## config.mk

```make
export PLATFORM = sky130hd
export DESIGN_NAME = async_serial_transceiver
export DESIGN_NICKNAME = d
export VERILOG_FILES = /design/src/hw/serial_pkg.sv /design/src/hw/async_serial_transceiver.sv
export SDC_FILE = /design/constraint.sdc
export NUM_CORES = 1
export LEC_CHECK = 0
export BUFFER_PORTS_ARGS = -buffer_cell sky130_fd_sc_hd__buf_2
export CAP_MARGIN = 20
export CORE_MARGIN = 2
export CORE_UTILIZATION = 45
export DETAILED_ROUTE_END_ITERATION = 6
export PLACE_DENSITY = 0.67
export SLEW_MARGIN = 30
export SYNTH_ARGS = -nofsm -noshare
export SYNTH_HDL_FRONTEND = slang
export SYNTH_SLANG_ARGS = --single-unit
```

## constraint.sdc

```tcl
create_clock -name pclk -period 5.7 [get_ports pclk]
set_input_delay 0.285 -clock pclk [delete_from_list [all_inputs] [get_ports pclk]]
set_output_delay 0.285 -clock pclk [all_outputs]
set_load 0.01 [all_outputs]
```

## src/hw/serial_pkg.sv

```systemverilog
package serial_pkg;

    // Register byte offsets on the APB bus.
    localparam logic [11:0] ADDR_DATA = 12'h000;
    localparam logic [11:0] ADDR_CTRL_ONE = 12'h004;
    localparam logic [11:0] ADDR_CTRL_TWO = 12'h008;
    localparam logic [11:0] ADDR_FLAG = 12'h00c;
    localparam logic [11:0] ADDR_BAUD = 12'h010;
    localparam logic [11:0] ADDR_PORT = 12'h014;

    // serial_ctrl_one fields.
    localparam int C1_RX_NINTH = 7;
    localparam int C1_TX_NINTH = 6;
    localparam int C1_NINE_BIT = 4;
    localparam int C1_ROUSE = 3;

    // serial_ctrl_two fields.
    localparam int C2_TX_BUF_IRQ = 7;
    localparam int C2_TX_DONE_IRQ = 6;
    localparam int C2_RX_IRQ = 5;
    localparam int C2_QUIET_IRQ = 4;
    localparam int C2_TX_ON = 3;
    localparam int C2_RX_ON = 2;
    localparam int C2_SLEEP = 1;
    localparam int C2_BREAK = 0;

    // serial_flag_reg fields.
    localparam int FL_TX_EMPTY = 7;
    localparam int FL_TX_SENT = 6;
    localparam int FL_RX_FULL = 5;
    localparam int FL_QUIET = 4;
    localparam int FL_LOST = 3;
    localparam int FL_NOISY = 2;
    localparam int FL_BAD_STOP = 1;

    // Port control fields.
    localparam int PT_DIR_LO = 0;
    localparam int PT_LATCH_LO = 4;
    localparam int PT_WIRED_OR = 8;

    // Reset values.
    localparam logic [15:0] BAUD_RESET = 16'h0000;
    localparam logic [1:0] DIR_RESET = 2'h0;
    localparam logic [1:0] LATCH_RESET = 2'h0;

    // Bit timing of the transmitter and the recovery stage.
    localparam logic [3:0] PHASE_LAST = 4'hf;
    localparam logic [3:0] SAMPLE_ONE = 4'h7;
    localparam logic [3:0] SAMPLE_TWO = 4'h8;
    localparam logic [3:0] SAMPLE_THREE = 4'h9;
    localparam logic [3:0] RESYNC_LATE = 4'hc;
    localparam logic [3:0] RESYNC_EARLY = 4'h3;

    // Frame lengths in bit times, start and stop included.
    localparam logic [3:0] FRAME_SHORT = 4'ha;
    localparam logic [3:0] FRAME_LONG = 4'hb;

    typedef enum logic [1:0] {
        RX_IDLE = 2'b00,
        RX_BITS = 2'b01
    } rx_state_e;

endpackage : serial_pkg

```

## src/hw/async_serial_transceiver.sv

```systemverilog
// Notes on behaviour
// - Data loaded into the shifter gets start zero at bit 0 and stop one.
// - Each zero-to-one change of tx_on queues an all-ones preamble frame.
// - send_break_bit loads all-zero frames, stop position included.
// - tx_ninth_bit is sent as ninth data bit only in nine-bit format.
// - Preamble and break frames are one bit longer in nine-bit format.
// - Hardware sets buffer-empty and all-sent flags; software reads them.
// - Interrupt on buffer empty or all sent when their enables are set.
// - Line sampled at sixteen times bit rate; shifter advances once a bit.
// - Recovery passes the decided bit on and flags disagreeing samples.
// - Receiver runs only with rx_on; frame is 10 or 11 bits.
// - After the stop bit the character goes to the holding buffer.
// - A character arriving while the buffer is unread sets the lost flag.
// - rx_rouse_select picks address-mark or idle-line wake-up.
// - Software sets rx_sleep_bit; the wake-up condition clears it.
// - Interrupt on full, lost or quiet line when their enables are set.
// - Flag register shows quiet line, noise and bad stop bit too.
// - When enabled, receive pin is input and transmit pin is output.
// - Wired-OR control still turns off high drive on serial pins.
// - Data port reads the receive buffer and writes the transmit buffer.
// - Three mid-bit samples decide the bit by majority.
// - Receive timing resynchronises on a falling edge of the line only near a bit boundary, phase 12 through 3.
// - Frames are one start, eight or nine data and one stop bit.
//
// The implementer's own choices: the register addresses and the APB interface to the registers.
`timescale 1ns/100ps
module async_serial_transceiver
    import serial_pkg::*;
(
    // Clock and reset.
    input logic pclk,
    input logic presetn,
    // APB slave.
    input logic psel,
    input logic penable,
    input logic pwrite,
    input logic [11:0] paddr,
    input logic [31:0] pwdata,
    output logic [31:0] prdata,
    output logic pready,
    output logic pslverr,
    // Serial pins.
    input logic serial_in_pin,
    output logic serial_out_pin,
    output logic serial_out_oe,
    output logic rx_pin_out,
    output logic rx_pin_oe,
    // Interrupt request.
    output logic serial_irq
);

    typedef struct packed {
        logic [31:0] prdata;
        logic pready;
        logic pslverr;
        logic [15:0] baud_div;
        logic [15:0] baud_cnt;
        logic nine_bit;
        logic rouse_mark;
        logic tx_ninth;
        logic rx_ninth;
        logic tx_buf_irq_en;
        logic tx_done_irq_en;
        logic rx_irq_en;
        logic quiet_irq_en;
        logic tx_on;
        logic rx_on;
        logic sleep;
        logic send_break;
        logic [1:0] dir;
        logic [1:0] latch;
        logic wired_or;
        logic [7:0] tx_buf;
        logic tx_full;
        logic tx_sent;
        logic preamble_pend;
        logic [10:0] tx_sh;
        logic [3:0] tx_left;
        logic [3:0] tx_sub;
        logic rx_s1;
        logic rx_s2;
        logic rx_s3;
        rx_state_e rx_state;
        logic [3:0] phase;
        logic [3:0] rx_idx;
        logic [1:0] votes;
        logic cur_noise;
        logic [8:0] rx_sh;
        logic [7:0] rx_hold;
        logic rx_full;
        logic rx_lost;
        logic rx_noisy;
        logic rx_bad_stop;
        logic quiet;
        logic quiet_armed;
        logic [7:0] idle_cnt;
        logic txd;
        logic txd_oe;
        logic rxd;
        logic rxd_oe;
        logic irq;
    } state_s;

    state_s s;
    state_s n;
    logic tick16;
    logic tx_bit;

    function automatic logic maj3(input logic a, input logic b, input logic c);
        return (a & b) | (a & c) | (b & c);
    endfunction : maj3

    function automatic logic [3:0] frame_len(input logic nine);
        return nine ? FRAME_LONG : FRAME_SHORT;
    endfunction : frame_len

    always_comb begin
        logic setup;
        logic wr;
        logic rd;
        logic bit_val;
        logic [3:0] nbits;
        logic data_wr;
        n = s;
        setup = psel & penable & ~s.pready;
        wr = psel & penable & s.pready & pwrite;
        rd = psel & penable & s.pready & ~pwrite;
        nbits = frame_len(s.nine_bit);
        data_wr = wr & (paddr == ADDR_DATA);
        bit_val = 1'b0;

        // Bus answers one cycle after the access phase starts.
        n.pready = setup;
        n.pslverr = 1'b0;
        if (setup) begin
            n.prdata = 32'h0000_0000;
            unique case (paddr)
                ADDR_DATA: n.prdata[7:0] = s.rx_hold;
                ADDR_CTRL_ONE: begin
                    n.prdata[C1_RX_NINTH] = s.rx_ninth;
                    n.prdata[C1_TX_NINTH] = s.tx_ninth;
                    n.prdata[C1_NINE_BIT] = s.nine_bit;
                    n.prdata[C1_ROUSE] = s.rouse_mark;
                end
                ADDR_CTRL_TWO: n.prdata[7:0] = {s.tx_buf_irq_en,
                    s.tx_done_irq_en, s.rx_irq_en, s.quiet_irq_en,
                    s.tx_on, s.rx_on, s.sleep, s.send_break};
                ADDR_FLAG: begin
                    n.prdata[FL_TX_EMPTY] = ~s.tx_full;
                    n.prdata[FL_TX_SENT] = s.tx_sent;
                    n.prdata[FL_RX_FULL] = s.rx_full;
                    n.prdata[FL_QUIET] = s.quiet;
                    n.prdata[FL_LOST] = s.rx_lost;
                    n.prdata[FL_NOISY] = s.rx_noisy;
                    n.prdata[FL_BAD_STOP] = s.rx_bad_stop;
                end
                ADDR_BAUD: n.prdata[15:0] = s.baud_div;
                ADDR_PORT: begin
                    n.prdata[PT_DIR_LO+1:PT_DIR_LO] = s.dir;
                    n.prdata[PT_LATCH_LO+1:PT_LATCH_LO] = s.latch;
                    n.prdata[PT_WIRED_OR] = s.wired_or;
                end
                default: n.pslverr = 1'b1;
            endcase
        end

        // Software side effects, taken at the completing edge.
        if (wr) begin
            unique case (paddr)
                ADDR_DATA: begin
                    n.tx_buf = pwdata[7:0];
                    n.tx_full = 1'b1;
                    n.tx_sent = 1'b0;
                end
                ADDR_CTRL_ONE: begin
                    n.tx_ninth = pwdata[C1_TX_NINTH];
                    n.nine_bit = pwdata[C1_NINE_BIT];
                    n.rouse_mark = pwdata[C1_ROUSE];
                end
                ADDR_CTRL_TWO: begin
                    n.tx_buf_irq_en = pwdata[C2_TX_BUF_IRQ];
                    n.tx_done_irq_en = pwdata[C2_TX_DONE_IRQ];
                    n.rx_irq_en = pwdata[C2_RX_IRQ];
                    n.quiet_irq_en = pwdata[C2_QUIET_IRQ];
                    n.tx_on = pwdata[C2_TX_ON];
                    n.rx_on = pwdata[C2_RX_ON];
                    n.sleep = pwdata[C2_SLEEP];
                    n.send_break = pwdata[C2_BREAK];
                    if (pwdata[C2_TX_ON] & ~s.tx_on) begin
                        n.preamble_pend = 1'b1;
                        n.tx_sent = 1'b0;
                    end
                end
                ADDR_BAUD: n.baud_div = pwdata[15:0];
                ADDR_PORT: begin
                    n.dir = pwdata[PT_DIR_LO+1:PT_DIR_LO];
                    n.latch = pwdata[PT_LATCH_LO+1:PT_LATCH_LO];
                    n.wired_or = pwdata[PT_WIRED_OR];
                end
                default: ;
            endcase
        end
        if (rd & (paddr == ADDR_DATA)) begin
            n.rx_full = 1'b0;
            n.rx_lost = 1'b0;
            n.rx_noisy = 1'b0;
            n.rx_bad_stop = 1'b0;
            n.quiet = 1'b0;
        end

        // Oversampling tick at sixteen times the bit rate.
        tick16 = (s.baud_cnt == 16'h0000);
        n.baud_cnt = tick16 ? s.baud_div : s.baud_cnt - 16'h0001;
        tx_bit = tick16 & (s.tx_sub == PHASE_LAST);
        if (tick16) begin
            n.tx_sub = s.tx_sub + 4'h1;
        end

        // Transmitter: one shift per bit time.
        if (tx_bit) begin
            if (s.tx_left > 4'h1) begin
                n.tx_sh = {1'b1, s.tx_sh[10:1]};
                n.tx_left = s.tx_left - 4'h1;
            end else if (s.tx_on & s.send_break) begin
                n.tx_sh = 11'h000;
                n.tx_left = nbits;
            end else if (s.tx_on & s.preamble_pend) begin
                n.tx_sh = 11'h7ff;
                n.tx_left = nbits;
                n.preamble_pend = 1'b0;
            end else if (s.tx_on & s.tx_full) begin
                // Stop at the top, ninth bit only in long format.
                n.tx_sh = {1'b1, s.nine_bit ? s.tx_ninth : 1'b1,
                    s.tx_buf, 1'b0};
                n.tx_left = nbits;
                n.tx_full = data_wr;
            end else begin
                n.tx_left = 4'h0;
                if (s.tx_left == 4'h1) begin
                    n.tx_sent = 1'b1;
                end
            end
        end

        // Receive pin synchroniser and recovery stage.
        n.rx_s1 = serial_in_pin;
        n.rx_s2 = s.rx_s1;
        n.rx_s3 = s.rx_s2;
        if (~s.rx_s2) begin
            n.idle_cnt = 8'h00;
        end
        if (~s.rx_on) begin
            n.rx_state = RX_IDLE;
            n.idle_cnt = 8'h00;
        end else begin
            unique case (s.rx_state)
                RX_IDLE: begin
                    if (s.rx_s3 & ~s.rx_s2) begin
                        n.rx_state = RX_BITS;
                        n.phase = 4'h0;
                        n.rx_idx = 4'h0;
                        n.cur_noise = 1'b0;
                    end else if (tick16 & s.rx_s2 &
                                 (s.idle_cnt != {nbits, 4'h0})) begin
                        n.idle_cnt = s.idle_cnt + 8'h01;
                        if (s.idle_cnt + 8'h01 == {nbits, 4'h0}) begin
                            if (s.sleep & ~s.rouse_mark) begin
                                n.sleep = 1'b0;
                            end else if (s.quiet_armed & ~s.sleep) begin
                                n.quiet = 1'b1;
                                n.quiet_armed = 1'b0;
                            end
                        end
                    end
                end
                RX_BITS: begin
                    if (s.rx_s3 & ~s.rx_s2 &
                        (s.phase >= RESYNC_LATE |
                         s.phase <= RESYNC_EARLY)) begin
                        n.phase = 4'h0;
                    end else if (tick16) begin
                        n.phase = s.phase + 4'h1;
                        if (s.phase == SAMPLE_ONE) begin
                            n.votes[1] = s.rx_s2;
                        end
                        if (s.phase == SAMPLE_TWO) begin
                            n.votes[0] = s.rx_s2;
                        end
                        if (s.phase == SAMPLE_THREE) begin
                            bit_val = maj3(s.votes[1], s.votes[0],
                                s.rx_s2);
                            n.cur_noise = s.cur_noise |
                                ~((s.votes[1] == s.votes[0]) &
                                  (s.votes[0] == s.rx_s2));
                            n.rx_idx = s.rx_idx + 4'h1;
                            if (s.rx_idx == 4'h0) begin
                                if (bit_val) begin
                                    n.rx_state = RX_IDLE;
                                end
                            end else if (s.rx_idx != nbits - 4'h1) begin
                                n.rx_sh = {bit_val, s.rx_sh[8:1]};
                            end else begin
                                n.rx_state = RX_IDLE;
                                n.idle_cnt = 8'h00;
                                if (s.sleep & s.rouse_mark & s.rx_sh[8]) begin
                                    n.sleep = 1'b0;
                                end
                                if (~s.sleep |
                                    (s.rouse_mark & s.rx_sh[8])) begin
                                    n.quiet_armed = 1'b1;
                                    if (s.rx_full) begin
                                        n.rx_lost = 1'b1;
                                    end else begin
                                        n.rx_hold = s.nine_bit ?
                                            s.rx_sh[7:0] : s.rx_sh[8:1];
                                        n.rx_ninth = s.nine_bit & s.rx_sh[8];
                                        n.rx_full = 1'b1;
                                        n.rx_noisy = n.cur_noise;
                                        n.rx_bad_stop = ~bit_val;
                                    end
                                end
                            end
                        end
                    end
                end
                default: n.rx_state = RX_IDLE;
            endcase
        end

        // Pin drivers; serial logic takes the pins over while enabled.
        n.txd = (n.tx_on | (n.tx_left != 4'h0)) ?
            ((n.tx_left != 4'h0) ? n.tx_sh[0] : 1'b1) : n.latch[1];
        n.txd_oe = (n.tx_on | (n.tx_left != 4'h0) | n.dir[1]) &
            ~(n.wired_or & n.txd);
        n.rxd = n.latch[0];
        n.rxd_oe = ~n.rx_on & n.dir[0] &
            ~(n.wired_or & n.latch[0]);

        n.irq = (n.tx_buf_irq_en & ~n.tx_full) |
            (n.tx_done_irq_en & n.tx_sent) |
            (n.rx_irq_en & (n.rx_full | n.rx_lost)) |
            (n.quiet_irq_en & n.quiet);
    end

    always_ff @(posedge pclk or negedge presetn) begin
        if (!presetn) begin
            s <= '0;
            s.baud_div <= BAUD_RESET;
            s.baud_cnt <= BAUD_RESET;
            s.dir <= DIR_RESET;
            s.latch <= LATCH_RESET;
            s.tx_sent <= 1'b1;
            s.rx_s1 <= 1'b1;
            s.rx_s2 <= 1'b1;
            s.rx_s3 <= 1'b1;
            s.rx_state <= RX_IDLE;
            s.txd <= 1'b0;
        end else begin
            s <= n;
        end
    end

    assign prdata = s.prdata;
    assign pready = s.pready;
    assign pslverr = s.pslverr;
    assign serial_out_pin = s.txd;
    assign serial_out_oe = s.txd_oe;
    assign rx_pin_out = s.rxd;
    assign rx_pin_oe = s.rxd_oe;
    assign serial_irq = s.irq;
endmodule : async_serial_transceiver

```

==> run_results.csv, run 1 <==
group,metric,value,unit
run_status,status,"finished clean",
power_and_ir_drop,leakage,0.00401,uW
final_layout,final_cell_mix,"dfrtp_1 (143), nand2_1 (102), o21ai_0 (58)",
placed_design,place_area,8040,sq um
power_and_ir_drop,p_per_area,290,nW/um^2
floorplan,coreArea,17100,sq um
synth,synth_edf_count,0,
sta,worst_pin_slew,0.987,ns
synth,synth_ff_type,"dfrtp_1",
clock_tree,cts_tree,"built",
sta,setup_viol,0,
final_layout,syn_to_final_growth,11.0,%
final_layout,multi_input_area,3670,sq um
critical_path,worstPathMaxFanout,10,
clock_tree,cts_resized,0,
global_routing,grt_pass1_wl,28900,microns
routing,drtIter0Drc,556,
floorplan,dieArea,18300,sq um
sta,setup_tns,0,ns
final_layout,num_antenna_cells,0,
clock_tree,cts_buffers,17,
clock_tree,htree_levels,4,
global_routing,grt-ovfl-total,0,
final_layout,final_design_area_no_fill,8630,sq um
sta,fmax,335,MHz
global_routing,antenna_found_initial,0,
sta,hold_viol_final,0,
sta,setup_ws,2.71,ns
final_layout,seqCellArea,3680,sq um
synth,synthArstFlopShare,100,%
synth,synth_area_per_cell,9.96,sq um
clock_tree,clkTransAtPathRegs,0.06,ns
hold_path,min_path_type,"primary input to register",
sta,finalCriticalPeriod,2.99,ns
synth,syn-cell-area,7770,sq um
routing,wl,17600,microns
synth,synth-seq-cells,147,
sta,rsz0062_at_grt,"false",
synth,synth_cell_types,70,
clock_tree,clock-sinks,147,
floorplan,core.rowCount,48,
global_routing,grt_max_degree,85,
final_layout,layout_commonest_cell,"dfrtp_1",
floorplan,ios,89,
routing,vias,5789,
routing,dr.pass1.iters,5,
final_layout,layout-drive-gt1-share,21.2,%
placed_design,dp_hpwl,12400,microns
synth,syn_inst,780,
placed_design,port_buffers,56,
clock_tree,clock-root-buffer,"clkbuf_16",
sta,layout_worst_path_cycle_share,52.4,%
synth,seq_area_frac_synth,47.4,%
routing,route.antenna.remaining_nets,0,
clock_tree,clk_latency,0.42,ns
routing,vias_per_cell,5.53,
clock_tree,clk_path_buf_depth,2,
routing,drc,0,
sta,maxSlewViolCount,0,
job,maxCapViolations,0,
final_layout,layout.nets,877,
power_and_ir_drop,ir_drop,207,uV
critical_path,startpoint_type,"register",
floorplan,start_util,45.4,%
sta,skew,0.00935,ns
floorplan,die_w,135,microns
global_routing,grt_pass1_vias,5566,
synth,ys_warn_count,0,
final_layout,final.fill_count,1569,
critical_path,path_class,"register to register",
sta,timing.slew.headroom,34.0,%
global_routing,grtUsageTotal,20.1,%
placed_design,place_congestion,0.866,
floorplan,die_y,135,microns
routing,wl_per_cell,16.8,microns
placed_design,pre_cts_slack,2.71,ns
critical_path,crit_path_end_kind,"register",
critical_path,crit_arrival,3.29,ns
clock_tree,cts_setup_buffers,0,
critical_path,critical_path_required,6.00,ns
[what timing repair did]
| item | CTS | global route |
|---|---|---|
| setup endpoints to repair | 0 | 0 |
| hold buffers | 2 | 0 |
| hold endpoints to repair | 80 | 0 |
[metal layers]
| layer | global-route usage [%] | share of wire [%] |
|---|---|---|
| met1 | 28.6 | 48 |
| met2 | 31.2 | 45 |
| met3 | 3.22 | 5.3 |
| met4 | 7.00 | 1.7 |
| met5 | 0 | 0 |
[area by class of cell]
| class | instances | share of cell area, % |
|---|---|---|
| Clock buffer | 21 | 5.34 |
| Clock inverter | 9 | 1.25 |
| Inverter | 26 | 1.13 |
| Multi-Input combinational cell | 558 | 42.5 |
| Sequential cell | 147 | 42.7 |
| Tap cell | 225 | 3.26 |
| Timing Repair Buffer | 61 | 3.81 |
[per-stage QoR]
step / std cells / util, % / hold slack (ns) / total power (uW)
after global placement: 1015 / 46.9 / 0.347 / 1430
after global routing: 1047 / 50.4 / 0.0851 / 2610
after detailed placement: 1015 / 47.0 / 0.353 / 1440
after floorplan: 795 / - / -0.0106 / 1360
after CTS: 1047 / 50.4 / 0.0877 / 2520
final: 1047 / 50.4 / 0.0985 / 2500
[state kept, by name, indices dropped and copies added, names as in the netlist]
register and count:
pready 1, s 123, n 2, rx_pin_oe 1
serial_out_oe 1, prdata 16, serial_irq 1, serial_out_pin 1
pslverr 1
[power by group]
part | total (uW) | switching [uW] | internal, uW
Clock | 1080 | 419 | 661
Combinational | 231 | 135 | 95.5
Sequential | 1190 | 78.6 | 1110
[logic make-up (layout without fill, tap and decap cells)]
| group | after synthesis | in the layout | synth area share, % |
|---|---|---|---|
| flops | 147 | 147 | 47.4 |
| xor+xnor | 17 | 17 | 1.92 |
| other cells | 1 | 16 | 0.0483 |
| fa+ha+maj | 16 | 16 | 2.58 |
| buf+inv | 90 | 117 | 6.33 |
| simple gates | 286 | 286 | 18.8 |
| mux | 77 | 77 | 11.3 |
| compound gates | 146 | 146 | 11.6 |
[worst max-delay path, cell delays in order, from the launching register on]
cell	delay (ns)
dfrtp_1	0.41
inv_1	0.07
ha_1	0.17
nor3b_4	0.30
nand4_4	0.27
o41ai_4	0.52
nand2b_2	0.13
or3_1	0.61
mux2_4	0.39
[Yosys cell counts, types with 5 or more instances]
library cell	number	share of area [%]
and3_1	7	0.56
xor2_1	6	0.68
xnor2_1	11	1.2
o21ai_0	58	3.7
nand4_1	10	0.81
nor4_1	6	0.48
nor2_1	51	2.5
a21oi_1	36	2.3
a22oi_1	7	0.68
nor2b_1	10	0.81
a31oi_1	8	0.64
nand3_1	28	1.8
inv_1	25	1.2
clkbuf_1	26	1.3
mux2_2	51	7.4
mux2_4	9	1.7
buf_4	32	3.1
dfrtp_1	143	46
ha_1	16	2.6
or2_2	8	0.64
or3_1	5	0.40
nand2_1	102	4.9
nor3_1	18	1.2
nor3b_1	6	0.58
nand3b_1	6	0.58
mux2i_1	17	2.2
[final timing paths]
| kind | to | slack [ns] | cells past startpoint | startpoint |
|---|---|---|---|---|
| setup / recovery | s[33] | 2.71 | 8 | s[99] |
| min in group asynchronous | s[64] | 0.46 | 2 | presetn |
| setup reg to reg | s[33] | 2.71 | 8 | s[99] |
| hold reg to reg | n[49] | 0.36 | 0 | n[50] |
| max in group asynchronous | s[100] | 3.93 | 3 | presetn |
| hold / removal | s[127] | 0.1 | 2 | pwdata[12] |
(Power assumes the default switching activity.)
==> run 2, diff against run 1 <==
PLACE_DENSITY = 0.7   (was 0.67)
clock period = 2.6 ns   (was 5.7 ns; I/O delays follow)
==> run 2 against run 1 <==
Core utilization increased by 2.9 points. Clock power increased by 120%. Global-route usage increased by 0.50 points. Critical path depth increased by 1. Sequential power increased by 120%. Clock skew about the same. First-iteration DRC count decreased by 24%. Register-to-register slack got worse by 2.6 ns. Critical path type unchanged. Critical endpoint is now s[30].
==> run_results.csv, run 2 (same netlist as run 1, synthesis figures left out) <==
group,metric,value,unit
placed_design,place_congestion,0.905,
placed_design,place_area,8380,sq um
clock_tree,clock-sinks,147,
sta,fmax,404,MHz
global_routing,grtUsageTotal,20.6,%
sta,setup_tns,0,ns
final_layout,fin_util,53.3,%
floorplan,die_w,135,microns
final_layout,largest_register,"s",
routing,dr_wl_met3,1050,microns
sta,hold_viol_final,0,
clock_tree,clkTransAtPathRegs,0.06,ns
sta,skew,0.00932,ns
sta,worst_pin_slew,0.757,ns
sta,finalCriticalPeriod,2.47,ns
clock_tree,htree_levels,4,
critical_path,worstPathMaxFanout,9,
floorplan,dieArea,18300,sq um
sta,setup_ws,0.128,ns
final_layout,seqCellArea,3680,sq um
power_and_ir_drop,power.switching,1470,uW
clock_tree,clk_latency,0.43,ns
clock_tree,clock-root-buffer,"clkbuf_16",
power_and_ir_drop,ir_drop,374,uV
power_and_ir_drop,p_sw_share,26.1,%
placed_design,port_buffers,56,
power_and_ir_drop,p_per_area,618,nW/um^2
critical_path,crit_path_end_kind,"register",
final_layout,final_cell_mix,"dfrtp_1 (143), nand2_1 (102), o21ai_0 (57)",
global_routing,grt_pass1_wl,29600,microns
global_routing,grt-ovfl-total,0,
clock_tree,cts_buffers,17,
sta,timing.slew.headroom,49.5,%
routing,wl_per_cell,16.2,microns
global_routing,grt_pass1_vias,5706,
power_and_ir_drop,p_int,4170,uW
floorplan,ios,89,
routing,vias_per_cell,5.50,
floorplan,start_util,45.4,%
final_layout,layout-drive-gt1-share,25.7,%
final_layout,multi_input_area,3670,sq um
clock_tree,clk_path_buf_depth,2,
power_and_ir_drop,leakage,0.00430,uW
floorplan,die_y,135,microns
final_layout,syn_to_final_growth,17.4,%
run_status,status,"finished clean",
power_and_ir_drop,finalPower,5640,uW
global_routing,antenna_found_initial,0,
sta,layout_worst_path_cycle_share,95.1,%
hold_path,min_path_type,"primary input to register",
routing,vias,6079,
critical_path,path_class,"register to register",
final_layout,final_design_area_no_fill,9120,sq um
sta,setup_viol,0,
critical_path,crit_arrival,2.78,ns
placed_design,dp_hpwl,13100,microns
placed_design,pre_cts_slack,0.0639,ns
routing,drc,0,
job,maxCapViolations,0,
sta,rsz0062_at_grt,"false",
final_layout,num_antenna_cells,0,
routing,routed-wl-met2,8040,microns
clock_tree,cts_tree,"built",
floorplan,core.rowCount,48,
routing,drtIter0Drc,420,
final_layout,largest_register_ffs,123,
critical_path,critical_path_required,2.91,ns
final_layout,final.fill_count,1516,
critical_path,startpoint_type,"register",
routing,wl,17900,microns
final_layout,layout_commonest_cell,"dfrtp_1",
power_and_ir_drop,p_clk_share,42.6,%
sta,maxSlewViolCount,0,
routing,dr.pass1.iters,5,
final_layout,layout.nets,935,
power_and_ir_drop,power_frac_comb,11.7,%
routing,drt-met1-wl,8470,microns
routing,route.antenna.remaining_nets,0,
routing,top_layer,"met4",
global_routing,grt_max_degree,81,
power_and_ir_drop,power_frac_seq,45.8,%
floorplan,coreArea,17100,sq um
[run 2: cell types whose count changed in the layout (fill, tap and decap cells not counted), sizes merged]
cell	before	now
clkinv	6	5
clkbuf	21	19
inv	25	27
dlygate4sd3	2	11
clkinvlp	2	3
buf	59	108
[run 2: critical path, cell delays in order, from the launching register on]
cell and delay [ns]:
dfrtp_1 0.38, inv_1 0.07, ha_1 0.29, nand3b_1 0.16, nand3b_1 0.15, o41ai_4 0.41, nand2b_2 0.10, or3_4 0.36
buf_12 0.16, mux2_4 0.29
[run 2: power by group through the flow]
stage	Clock [uW]	Sequential (uW)	Combinational [uW]
2_1_floorplan	0	2610	376
3_3_place_gp	0	2610	621
3_5_place_dp	0	2610	642
4_1_cts	2430	2580	653
5_1_grt	2530	2610	742
6_report	2400	2580	657
[run 2: metrics by stage]
stage,cells,hold WS (ns)
4_1_cts,1101,0.0160
5_1_grt,1105,0.0201
6_report,1105,0.0307
2_1_floorplan,795,-0.166
3_3_place_gp,1060,0.227
3_5_place_dp,1060,0.228
[run 2: repair_timing]
item	in CTS	in global routing
buffers inserted	0	4
hold endpoints to repair	85	0
endpoints found under the setup margin	0	13
gates resized for setup	0	7
hold buffers	11	0
[run 2: layout make-up]
class,instances,area share (%)
Inverter,26,1.07
Multi-Input combinational cell,558,40.3
Clock buffer,19,4.86
Tap cell,225,3.09
Clock inverter,11,1.44
Timing Repair Buffer,119,8.90
Sequential cell,147,40.4
[run 2: final timing paths]
kind / slack [ns] / startpoint / depth (start not counted) / to
max in group asynchronous: 1.47 / presetn / 3 / s[72]
setup reg to reg: 0.13 / s[45] / 9 / s[30]
hold reg to reg: 0.36 / n[50] / 0 / n[49]
hold / removal: 0.03 / pwdata[0] / 2 / s[87]
setup / recovery: 0.13 / s[45] / 9 / s[30]
min in group asynchronous: 0.31 / presetn / 2 / s[46]
[run 2: metal layers]
metal  GRT usage (%)  vias up
met4            6.89        0
met2            31.6      214
met3            3.97       28
met5               0        -
li1                -     2895
met1            29.4     2942
==> run 3, diff against run 2 <==
PLACE_DENSITY = 0.67   (was 0.7)
clock period = 2.4 ns   (was 2.6 ns; I/O delays follow)
==> run 3 against run 2 <==
Worst hold slack worse by 0.015 ns. Total power is 7.1% higher. Largest power group unchanged. Cell count is 2.6% higher. The flow now finishes with violations (setup timing). Sequential power is 8.1% higher. Fmax is 0.52% higher. Non-clock buffer count is 28 higher. Core utilization is 1.3 points higher. Register-to-register slack worse by 0.19 ns. Highest routed layer unchanged. Via count is 1.1% higher. Largest cell class is now multi-input combinational cells. First-iteration DRC count is 18% higher. Die area stayed put. Wire length is 5.7% higher.
==> run_results.csv, run 3 (same netlist as run 1, synthesis figures left out) <==
group,metric,value,unit
run_status,status,"finished, violations left",
run_status,violations,"setup timing",
routing,drc,0,
placed_design,dp_hpwl,13900,microns
critical_path,startpoint_type,"register",
power_and_ir_drop,power_frac_comb,14.2,%
routing,wl_per_cell,16.7,microns
routing,vias_per_cell,5.42,
power_and_ir_drop,p_int,4380,uW
critical_path,startpoint,"s[99]",
sta,rsz0062_at_grt,"true",
power_and_ir_drop,leakage,0.00443,uW
placed_design,dp.cells,1084,
hold_path,min_path_type,"primary input to register",
sta,finalCriticalPeriod,2.46,ns
power_and_ir_drop,ir_drop,483,uV
routing,wl,19000,microns
clock_tree,clk_path_buf_depth,2,
final_layout,num_antenna_cells,0,
global_routing,grt_max_degree,77,
sta,layout_worst_path_cycle_share,102,%
sta,hold_viol_final,0,
final_layout,largest_register_ffs,123,
floorplan,ios,89,
clock_tree,htree_levels,4,
hold_path,hold_start,"pwdata[5]",
global_routing,grt_pass1_vias,5856,
power_and_ir_drop,p_clk_share,39.7,%
placed_design,place_congestion,0.936,
sta,timing.slew.headroom,50.8,%
critical_path,reg2reg_from,"s[99]",
final_layout,layout.nets,963,
global_routing,grt_pass1_wl,30600,microns
final_layout,layout_commonest_cell,"dfrtp_1",
sta,worst_pin_slew,0.739,ns
sta,fmax,407,MHz
critical_path,r2r_slack,-0.06,ns
floorplan,core.rowCount,48,
routing,drtIter0Drc,495,
final_layout,final.fill_count,1507,
placed_design,pre_cts_slack,-0.0388,ns
sta,setup_tns,-0.466,ns
clock_tree,clk_latency,0.43,ns
sta,setup_ws,-0.0595,ns
sta,skew,0.0127,ns
clock_tree,clock-sinks,147,
floorplan,coreArea,17100,sq um
power_and_ir_drop,p_sw_share,27.4,%
floorplan,start_util,45.4,%
job,maxCapViolations,0,
power_and_ir_drop,finalPower,6040,uW
final_layout,multi_input_area,3700,sq um
floorplan,die_w,135,microns
final_layout,syn_to_final_growth,20.3,%
final_layout,seqCellArea,3680,sq um
power_and_ir_drop,power.switching,1660,uW
global_routing,antenna_found_initial,0,
routing,vias,6144,
critical_path,path_class,"register to register",
power_and_ir_drop,p_per_area,646,nW/um^2
floorplan,die_y,135,microns
placed_design,port_buffers,56,
final_layout,largest_register,"s",
clock_tree,clock-root-buffer,"clkbuf_16",
routing,route.antenna.remaining_nets,0,
critical_path,crit_path_end_kind,"register",
clock_tree,clkTransAtPathRegs,0.06,ns
critical_path,worstPathMaxFanout,5,
global_routing,grt-ovfl-total,0,
critical_path,crit_arrival,2.77,ns
clock_tree,cts_tree,"built",
final_layout,final_cells,1134,
floorplan,dieArea,18300,sq um
sta,setup_viol,10,
final_layout,layout-drive-gt1-share,28.1,%
power_and_ir_drop,power_frac_seq,46.1,%
critical_path,critical_path_required,2.71,ns
clock_tree,cts_buffers,17,
routing,dr.pass1.iters,7,
sta,maxSlewViolCount,0,
final_layout,final_cell_mix,"dfrtp_1 (143), nand2_1 (102), buf_4 (71)",
global_routing,grtUsageTotal,21.6,%
==> run 3: area by class of cell <==
| cell class | count | share of cell area, % |
|---|---|---|
| clock inverter | 12 | 0.924 |
| sequential | 147 | 39.4 |
| inverter | 26 | 1.04 |
| tap | 225 | 3.01 |
| timing repair buffer | 147 | 11.3 |
| multi-input combinational | 558 | 39.6 |
| clock buffer | 19 | 4.74 |
==> run 3: critical path, stage by stage (launching register included) <==
cell      delay (ns)
dfrtp_1         0.38
inv_1           0.06
ha_2            0.17
nor3b_4         0.25
nand4_4         0.21
o41ai_4         0.30
nand2b_2        0.10
or3_4           0.41
buf_8           0.15
mux2_4          0.29
==> run 3: power by group through the flow <==
stage	Clock (uW)	Sequential [uW]	Combinational [uW]
after floorplan	0	2820	407
after global placement	0	2810	779
after detailed placement	0	2820	791
after CTS	2440	2780	829
after global routing	2530	2800	953
final	2400	2790	856
==> run 3: what timing repair did <==
item,CTS,global route
endpoints found under the hold margin,90,0
hold buffers,15,0
cloned,1,0
setup endpoints to repair,11,27
pin swaps,0,2
buffers inserted,2,1
gates resized for setup,6,9
==> run 3: worst paths after layout <==
path | end | cells past startpoint
max | s[28] | 9
min | s[120] | 2
max reg2reg | s[28] | 9
min reg2reg | n[49] | 0
max in group asynchronous | prdata[1] | 3
min in group asynchronous | s[114] | 2
==> run 3: routing by layer <==
metal	track usage (%)	wire length [microns]
met5	0	0
met4	8.45	482
met3	4.08	840
met2	32.7	8640
met1	30.8	8990
==> run 3: metrics by stage <==
step           utilization (%)  hold slack [ns]  area [sq um]
6_report                  54.6           0.0158          9350
5_1_grt                   54.6           0.0111          9350
4_1_cts                   54.3          0.00262          9300
3_5_place_dp              50.2            0.216          8580
3_3_place_gp              50.2            0.209          8580
2_1_floorplan                -           -0.176          7830
